### config.mk
export PLATFORM = sky130hd
export DESIGN_NAME = calibration_trigger_status_regs
export DESIGN_NICKNAME = d
export VERILOG_FILES = /design/src/cal_pkg.sv /design/src/calib_if.sv /design/src/calib_sequencer.sv /design/src/calibration_trigger_status_regs.sv
export VERILOG_INCLUDE_DIRS = /design/src
export SDC_FILE = /design/constraint.sdc
export NUM_CORES = 1
export LEC_CHECK = 0
export ABC_AREA = 1
export BUFFER_PORTS_ARGS = -buffer_cell sky130_fd_sc_hd__buf_4
export CAP_MARGIN = 20
export CORE_MARGIN = 4
export CORE_UTILIZATION = 24
export CTS_BUF_LIST = sky130_fd_sc_hd__clkbuf_4 sky130_fd_sc_hd__clkbuf_8
export CTS_CLUSTER_DIAMETER = 40
export DETAILED_ROUTE_END_ITERATION = 8
export PLACE_DENSITY_LB_ADDON = 0.3
export SLEW_MARGIN = 0
export SYNTH_ARGS = -nofsm -noshare
export SYNTH_HDL_FRONTEND = slang
export SYNTH_HIERARCHICAL = 1
export SYNTH_SLANG_ARGS = --single-unit
### constraint.sdc
create_clock -name sys_clk -period 2.5 [get_ports sys_clk]
set_input_delay 0.75 -clock sys_clk [delete_from_list [all_inputs] [get_ports sys_clk]]
set_output_delay 0.75 -clock sys_clk [all_outputs]
set_load 0.01 [all_outputs]
### src/cal_map.svh
// Register indices, field positions, reset values and timing counts of the
// calibration control and status bank.
// Included by every design file that decodes or builds these registers.
`ifndef CAL_MAP_SVH
`define CAL_MAP_SVH

// Register indices; the byte address on the bus is four times the index.
`define IDX_AVG          8'h68
`define IDX_PROGRESS     8'h6a
`define IDX_ROUTING      8'h6b
`define IDX_SWTRIG       8'h6c
`define IDX_CTRL         8'h70

// Reset values.
`define RST_AVG          8'h61
`define RST_PROGRESS     8'h00
`define RST_ROUTING      8'h00
`define RST_SWTRIG       8'h01
`define RST_CTRL         8'h03

// Averaging register fields.
`define OFS_AVG_MSB      6
`define OFS_AVG_LSB      4
`define LIN_AVG_MSB      2
`define LIN_AVG_LSB      0

// Pin routing and software trigger fields.
`define SEL_MSB          2
`define SEL_LSB          1
`define HWSEL_BIT        0
`define SWTRIG_BIT       0

// Control register fields.
`define CTRL_RUN_BIT     0
`define CTRL_FG_BIT      1
`define CTRL_BG_BIT      2
`define CTRL_LPTRIG_BIT  3

// Sequencer timing in clock cycles.
`define FG_BASE_CYCLES   13'h0010
`define BG_PHASE_CYCLES  13'h0020

`endif

### src/cal_pkg.sv
// Types shared by the calibration register bank and its sequencer.
// Needs nothing from its surroundings.
package cal_pkg;

  typedef enum logic [2:0] {
    SEQ_HELD,
    SEQ_FOREGROUND,
    SEQ_FG_IDLE,
    SEQ_BACKGROUND,
    SEQ_HALTED
  } seq_state_t;

  typedef enum logic [1:0] {
    SEL_FG_FINISHED,
    SEL_BG_HALTED,
    SEL_ALARM,
    SEL_LOW
  } pin_sel_t;

endpackage

### src/calib_if.sv
// Bundle between the register bank and the calibration sequencer.
// The bank drives the settings, the sequencer drives the status.
`timescale 1ns/10ps
interface calib_if;
  logic       runEnable;
  logic       fgEnable;
  logic       bgEnable;
  logic       trigger;
  logic [2:0] offsetAvgDepth;
  logic [2:0] linearityAvgDepth;
  logic       fgFinished;
  logic       bgHalted;
  logic [2:0] statusCode;

  modport bank (
    output runEnable,
    output fgEnable,
    output bgEnable,
    output trigger,
    output offsetAvgDepth,
    output linearityAvgDepth,
    input  fgFinished,
    input  bgHalted,
    input  statusCode
  );

  modport engine (
    input  runEnable,
    input  fgEnable,
    input  bgEnable,
    input  trigger,
    input  offsetAvgDepth,
    input  linearityAvgDepth,
    output fgFinished,
    output bgHalted,
    output statusCode
  );
endinterface

### src/calib_sequencer.sv
// Calibration sequencer: foreground pass, then background phases.
// Assumes synchronous settings and a reset already released on sys_clk.
`timescale 1ns/10ps
`include "cal_map.svh"
module calib_sequencer (
  input wire logic sys_clk,
  input wire logic rstSyncB,
  calib_if.engine  cal
);

  cal_pkg::seq_state_t state;
  cal_pkg::seq_state_t next_state;
  logic [12:0]         count;
  logic [12:0]         next_count;
  logic                fgLast;
  logic                phaseLast;

  // Foreground length grows with both averaging depths.
  function automatic logic [12:0] fgLength(input logic [2:0] lin,
                                           input logic [2:0] ofs);
    fgLength = (`FG_BASE_CYCLES << lin) + (`FG_BASE_CYCLES << ofs);
  endfunction

  function automatic logic [2:0] codeOf(input cal_pkg::seq_state_t s);
    codeOf = 3'(s);
  endfunction

  assign fgLast    = count == fgLength(cal.linearityAvgDepth,
                                       cal.offsetAvgDepth) - 13'h0001;
  assign phaseLast = count == `BG_PHASE_CYCLES - 13'h0001;

  always_comb begin
    next_state = state;
    case (state)
      cal_pkg::SEQ_HELD: begin
        if (cal.runEnable) begin
          next_state = cal.fgEnable ? cal_pkg::SEQ_FOREGROUND
                                    : cal_pkg::SEQ_FG_IDLE;
        end
      end
      cal_pkg::SEQ_FOREGROUND: begin
        if (fgLast) begin
          next_state = cal.bgEnable ? cal_pkg::SEQ_BACKGROUND
                                    : cal_pkg::SEQ_FG_IDLE;
        end
      end
      cal_pkg::SEQ_FG_IDLE: begin
        if (cal.bgEnable) begin
          next_state = cal_pkg::SEQ_BACKGROUND;
        end
      end
      cal_pkg::SEQ_BACKGROUND: begin
        if (!cal.bgEnable) begin
          next_state = cal_pkg::SEQ_FG_IDLE;
        end else if (phaseLast && !cal.trigger) begin
          next_state = cal_pkg::SEQ_HALTED;
        end
      end
      cal_pkg::SEQ_HALTED: begin
        if (!cal.bgEnable) begin
          next_state = cal_pkg::SEQ_FG_IDLE;
        end else if (cal.trigger) begin
          next_state = cal_pkg::SEQ_BACKGROUND;
        end
      end
      default: begin
        next_state = cal_pkg::SEQ_HELD;
      end
    endcase
    if (!cal.runEnable) begin
      next_state = cal_pkg::SEQ_HELD;
    end
    // Only a background phase wraps the counter; a long foreground must not.
    next_count = (next_state != state
                  || (phaseLast && state == cal_pkg::SEQ_BACKGROUND))
                 ? 13'h0000 : count + 13'h0001;
  end

  always_ff @(posedge sys_clk or negedge rstSyncB) begin
    if (!rstSyncB) begin
      state          <= cal_pkg::SEQ_HELD;
      count          <= 13'h0000;
      cal.fgFinished <= 1'b0;
      cal.bgHalted   <= 1'b0;
      cal.statusCode <= 3'h0;
    end else begin
      state          <= next_state;
      count          <= next_count;
      cal.fgFinished <= next_state inside {cal_pkg::SEQ_FG_IDLE,
          cal_pkg::SEQ_BACKGROUND, cal_pkg::SEQ_HALTED};
      cal.bgHalted   <= next_state == cal_pkg::SEQ_HALTED
          || (next_state == cal_pkg::SEQ_FG_IDLE && !cal.bgEnable);
      cal.statusCode <= codeOf(next_state);
    end
  end
endmodule

### src/calibration_trigger_status_regs.sv
// Calibration control and status register bank behind an Avalon-MM slave.
// Assumes one 50 MHz clock; the trigger pin is asynchronous to it.
//
// How it works
// Averaging bits 6:4 set offset averaging depth, reset value six.
// Averaging bits 2:0 set linearity averaging depth, reset value one.
// Software writes reset values back into reserved read-write bits.
// Status bit 1 reads one once background stops at requested phase.
// Status bit 1 clears as soon as calibration resumes.
// Background disabled: bit 1 sets once foreground completes or skips.
// Status bit 0 reads high once foreground completes or is skipped.
// Status register is read-only; code in bits 4:2, bits 7:5 reserved.
// Routing bits 2:1 pick finished, halted, alarm or low for status pin.
// Hardware select zero takes the software bit, ignores trigger pin.
// Hardware select one takes the trigger pin, ignores software bit.
// Software trigger bit acts exactly like the trigger pin level.
// Software trigger register resets to one, trigger held high.
// Unneeded trigger: software leaves select zero and software bit one.
// Pin routing register resets to all zeros.
// Clearing run enable holds calibration in reset; setting reruns it.
// Background runs only while its enable is set; enable resets zero.
// Triggered low-power mode wakes the offline core while trigger low.
// Trigger pin passes two flip-flops before use.
// Writes to the status register change no flag and no code.
//
// Chosen here: the Avalon-MM register port.
`timescale 1ns/10ps
`include "cal_map.svh"
module calibration_trigger_status_regs (
  input  wire logic        sys_clk,
  input  wire logic        rst_b,
  input  wire logic [9:0]  avs_address,
  input  wire logic        avs_read,
  input  wire logic        avs_write,
  input  wire logic [31:0] avs_writedata,
  input  wire logic [3:0]  avs_byteenable,
  output      logic [31:0] avs_readdata,
  output      logic        avs_waitrequest,
  input  wire logic        triggerInputPin,
  input  wire logic        alarmFlag,
  output      logic        statusOutputPin,
  output      logic        coreWake
);

  logic                rstMeta;
  logic                rstSyncB;
  logic                trigMeta;
  logic                trigSync;
  logic [7:0]          avgReg;
  logic [7:0]          routingReg;
  logic [7:0]          swTrigReg;
  logic [7:0]          ctrlReg;
  wire  [7:0]          regIndex;
  wire                 busReq;
  wire                 wrAccept;
  wire                 hitAvg;
  wire                 hitProgress;
  wire                 hitRouting;
  wire                 hitSwTrig;
  wire                 hitCtrl;
  wire  [7:0]          progressByte;
  wire  [7:0]          readByte;
  wire  [31:0]         readMux;
  wire                 selTrig;
  wire                 lowPowerTrig;
  wire                 pinSource;
  cal_pkg::pin_sel_t   pinSel;

  calib_if cal ();

  // Reset is released through two flip-flops.
  always_ff @(posedge sys_clk or negedge rst_b) begin
    if (!rst_b) begin
      rstMeta  <= 1'b0;
      rstSyncB <= 1'b0;
    end else begin
      rstMeta  <= 1'b1;
      rstSyncB <= rstMeta;
    end
  end

  always_ff @(posedge sys_clk or negedge rstSyncB) begin
    if (!rstSyncB) begin
      trigMeta <= 1'b1;
      trigSync <= 1'b1;
    end else begin
      trigMeta <= triggerInputPin;
      trigSync <= trigMeta;
    end
  end

  // Address decode; printed offsets are indices, so drop the byte bits.
  assign regIndex    = avs_address[9:2];
  assign busReq      = avs_read || avs_write;
  assign wrAccept    = avs_write && !avs_waitrequest && avs_byteenable[0];
  assign hitAvg      = regIndex == `IDX_AVG;
  assign hitProgress = regIndex == `IDX_PROGRESS;
  assign hitRouting  = regIndex == `IDX_ROUTING;
  assign hitSwTrig   = regIndex == `IDX_SWTRIG;
  assign hitCtrl     = regIndex == `IDX_CTRL;

  assign progressByte = {3'b000, cal.statusCode, cal.bgHalted,
                         cal.fgFinished};

  // Unmapped indices read as zero and ignore writes.
  assign readByte = hitAvg      ? avgReg       :
                    hitProgress ? progressByte :
                    hitRouting  ? routingReg   :
                    hitSwTrig   ? swTrigReg    :
                    hitCtrl     ? ctrlReg      : 8'h00;
  assign readMux  = {24'h00_0000, readByte};

  // Every request is answered one cycle after it is first seen.
  always_ff @(posedge sys_clk or negedge rstSyncB) begin
    if (!rstSyncB) begin
      avs_waitrequest <= 1'b1;
      avs_readdata    <= 32'h0000_0000;
    end else begin
      avs_waitrequest <= !(busReq && avs_waitrequest);
      if (avs_read && avs_waitrequest) begin
        avs_readdata <= readMux;
      end
    end
  end

  // Reserved read-write bits are stored as written; software restores them.
  always_ff @(posedge sys_clk or negedge rstSyncB) begin
    if (!rstSyncB) begin
      avgReg <= `RST_AVG;
    end else if (wrAccept && hitAvg) begin
      avgReg <= avs_writedata[7:0];
    end
  end

  always_ff @(posedge sys_clk or negedge rstSyncB) begin
    if (!rstSyncB) begin
      routingReg <= `RST_ROUTING;
    end else if (wrAccept && hitRouting) begin
      routingReg <= avs_writedata[7:0];
    end
  end

  always_ff @(posedge sys_clk or negedge rstSyncB) begin
    if (!rstSyncB) begin
      swTrigReg <= `RST_SWTRIG;
    end else if (wrAccept && hitSwTrig) begin
      swTrigReg <= avs_writedata[7:0];
    end
  end

  always_ff @(posedge sys_clk or negedge rstSyncB) begin
    if (!rstSyncB) begin
      ctrlReg <= `RST_CTRL;
    end else if (wrAccept && hitCtrl) begin
      ctrlReg <= avs_writedata[7:0];
    end
  end

  // Trigger source: pin when hardware select is set, else software bit.
  assign selTrig = routingReg[`HWSEL_BIT] ? trigSync
                                          : swTrigReg[`SWTRIG_BIT];

  assign cal.runEnable         = ctrlReg[`CTRL_RUN_BIT];
  assign cal.fgEnable          = ctrlReg[`CTRL_FG_BIT];
  assign cal.bgEnable          = ctrlReg[`CTRL_BG_BIT];
  assign cal.trigger           = selTrig;
  assign cal.offsetAvgDepth    = avgReg[`OFS_AVG_MSB:`OFS_AVG_LSB];
  assign cal.linearityAvgDepth = avgReg[`LIN_AVG_MSB:`LIN_AVG_LSB];

  calib_sequencer sequencer (
    .sys_clk  (sys_clk),
    .rstSyncB (rstSyncB),
    .cal      (cal)
  );

  assign pinSel       = cal_pkg::pin_sel_t'(routingReg[`SEL_MSB:`SEL_LSB]);
  assign pinSource    = (pinSel == cal_pkg::SEL_FG_FINISHED) ? cal.fgFinished :
                        (pinSel == cal_pkg::SEL_BG_HALTED)   ? cal.bgHalted   :
                        (pinSel == cal_pkg::SEL_ALARM)       ? alarmFlag
                                                             : 1'b0;
  assign lowPowerTrig = ctrlReg[`CTRL_LPTRIG_BIT];

  // Outside triggered low-power mode the core is left awake.
  always_ff @(posedge sys_clk or negedge rstSyncB) begin
    if (!rstSyncB) begin
      statusOutputPin <= 1'b0;
      coreWake        <= 1'b1;
    end else begin
      statusOutputPin <= pinSource;
      coreWake        <= lowPowerTrig ? !selTrig : 1'b1;
    end
  end
endmodule

==> out/qor.txt <==
Diodes inserted - 0
Max stage delay on crit path - 0.59 ns
#FFs+latches synth - 65
Hold Violations, Final - 0
Full die area - 19,800 um2
Tmin final - 2.97 ns
Worst-Margin Slew - 0.559 ns
Max IR drop VDD - 0.481 mV
Post-synth EDFFs - 0
Largest net degree at the start of global routing - 42
DR pass1 iterations - 4
Num CTS Buffers - 9
Buf/Inv on CP - 6
Buffers on Ports - 33
Routed WL - 10,000 um
Synth area leaders - dfrtp_1 33%, nand2_1 14%, inv_1 8.1%
Status - finished, violations left
RSZ-0062 raised after global routing - yes
Clock-pin slew on the worst setup and hold paths - 0.08 ns
Max Freq - 0.337 GHz
H-tree depth - 3
DP Worst Slack - -0.505 ns
Initial antenna violation count - 0
Sequential share of the synthesized area - 38.7%
Critical Path RT - 2.74 ns
DP HPWL - 7740 um
Initial cell density of the core - 24.5%
Vias in the first global route - 3,380
Worst-path fanout max - 6
DRC marker count from the first detailed-route iteration - 152
Post-synth ARST share - 100%
Chip height - 141 um
Ys flop type - dfrtp_1
Crit-path cells - inv_2 > nand3_2 > ha_4 > inv_2 > ha_4 > inv_2 > fa_2 > inv_2 > nand2_1 > nand2_1 > nor2_1 > nand3_1 > nor2_1 > nand2_1 > inv_2 > nand3_2 > nand2_2 > nand2_2 > nand2_2 > nand2_2 > nand3_4 > clkbuf_16 > nor2_1
Maximum clock insertion buffer count - 2
Pwr Total - 2580 uW
Post-route insts no fill - 851
Synth unique cells - 34
Placed cell count - 834
Avg Inst Size Synth - 7.55 um2
Arr. time, crit path - 3.20 ns
Clock Latency Late Sink - 0.36 ns
Crit path launch type - flop
Yosys top cell by area - dfrtp_1
Clk_skew - 0.0110 ns
Post-Syn Area - 4230 um2
Final setup vio count - 17
Site row count - 48
Most frequent CP cell - inv_2
Worst Setup Slack, final - -0.466 ns
Die extent in x - 141 um
P&R area growth vs syn - 22.1%
Slew margin rel. - 62.7%
Min-delay worst type - input pin to async pin
Element type at the critical path end - flop
Cell count after synthesis - 561
Root Driver - clkbuf_8
Leakage - 0.00267 uW
Core area - 17,300 um2
Max Transition Viols Final - 0
Layout cells sized above 1 - 26.4%
Post-CTS Hold Buffers - 0
NumNets Final - 690
Util after Layout - 29.9%
Final Cycle Share - 119%
CTS tree - done
Gpl congestion - 0.823
WS Path Type - flop to flop
Failing checks - negative setup slack
Routed length per instance - 11.8 um
Gr usage total - 10.6%
DRT antenna net count - 0
YS warnings - 6
Hold slack - 0.154 ns
Share of the synthesized area in the top cell type - 32.5%
Grt total ovfl - 0
Pwr per Cell Area - 498 nW/um2
Residual DRC count - 0
Worst path slowest cell - fa_2
Worst path top cell family by delay - simple AND/OR/NAND/NOR gates
DR vias - 3,469
# IOs - 87
Global-route wire length before repair - 16,800 um
MaxCap Viol Count - 0
# clock sinks - 65
FILL cells - 1,904
Vias per cell - 4.08
==> cells in the final DEF, fill, tap and decap left out, types with 2 or more instances in the layout <==
cell type and count:
xnor2_1 4, a21oi_1 5, xor2_1 8, nor2_2 4, nor3_1 3, o21ai_2 27, nand3_2 7, buf_12 2
nor4_1 2, nand2_2 13, ha_4 3, inv_2 14, nand4_1 6, o21ai_0 15, clkbuf_4 2, o21a_1 6
nor2_4 3, nand2_1 147, clkinv_4 3, nor2_8 2, ha_1 12, nor2_1 41, inv_1 82, conb_1 25
dfstp_2 10, dfrtp_1 54, nand2_4 3, nand3_1 45, buf_4 52, nand3b_1 3, clkbuf_8 9
==> worst paths after layout <==
check                                            from                            to  slack [ns]  cells past startpoint
worst min register to register     rstSyncB$_DFF_PN0_     routingReg[7]$_DFFE_PN0P_        0.26                      0
worst min-delay path                            rst_b            rstSyncB$_DFF_PN0_        0.15                      1
worst max-delay path            avgReg[5]$_DFFE_PN1P_  sequencer/count[6]$_DFF_PN0_       -0.47                     23
min in group sys_clk                rstMeta$_DFF_PN0_            rstSyncB$_DFF_PN0_        0.35                      0
worst max register to register  avgReg[5]$_DFFE_PN1P_  sequencer/count[6]$_DFF_PN0_       -0.47                     23
max in group asynchronous          rstSyncB$_DFF_PN0_        ctrlReg[1]$_DFFE_PN1P_        1.56                      1
==> Yosys cell counts (all sizes together), types with 2 or more instances <==
library cell  number
nand2            163
inv               96
dfrtp             55
nand3             53
nor2              50
o21ai             42
buf               30
ha                16
dfstp             10
xor2               8
a21oi              6
nand4              6
o21a               6
nor3               4
xnor2              4
nand3b             3
and3               2
conb               2
nor4               2
==> metal layers <==
metal | wire length [um] | track usage, % | up-vias
met5 | 0 | 0 | -
met4 | 108 | 3.31 | 0
met3 | 404 | 2.78 | 9
met2 | 4730 | 17.0 | 62
met1 | 4780 | 13.9 | 1575
li1 | - | - | 1823
==> final cells by class <==
cell class                      instances  area [um2]  share of cell area [%]
Timing Repair Buffer                   56         467                    9.03
Sequential cell                        65        1640                    31.7
Inverter                               96         360                    6.97
Clock inverter                          5        65.1                    1.26
Clock buffer                           11         139                    2.69
Multi-Input combinational cell        393        2220                    42.9
Tap cell                              225         282                    5.45
==> through the flow <==
step / setup TNS (ns) / cell area (um2)
6_report: -6.70 / 5170
5_1_grt: -9.70 / 5170
3_5_place_dp: -7.66 / 4810
3_3_place_gp: -7.93 / 4810
2_1_floorplan: -2.97 / 4330
4_1_cts: -5.90 / 5080
==> timing repair <==
action	4_1_cts	5_1_grt
pin swaps	3	14
gates cloned	0	1
endpoints found under the setup margin	17	17
setup buffers	1	0
resized for setup	16	19
==> flip-flops by register name, summed over array words and instances, names as in the netlist <==
name	cells
sequencer/cal.bgHalted	1
trigMeta	1
trigSync	1
sequencer/state	3
sequencer/count	13
ctrlReg	8
avs_readdata	8
coreWake	1
routingReg	8
avs_waitrequest	1
statusOutputPin	1
rstSyncB	1
swTrigReg	8
avgReg	8
rstMeta	1
sequencer/cal.fgFinished	1
==> logic make-up after synthesis <==
logic type      Yosys count  synth area share [%]
xor+xnor                 12                  2.48
simple gates            283                  29.8
compound gates           56                  9.40
fa+ha+maj                17                  5.20
buf+inv                 126                  14.2
other cells               2                 0.177
flops                    65                  38.7
==> report_power, final <==
part,internal [uW],switching (uW)
Clock,492,444
Combinational,175,264
Sequential,1130,69.9
Power figures use the tool's default switching activity.
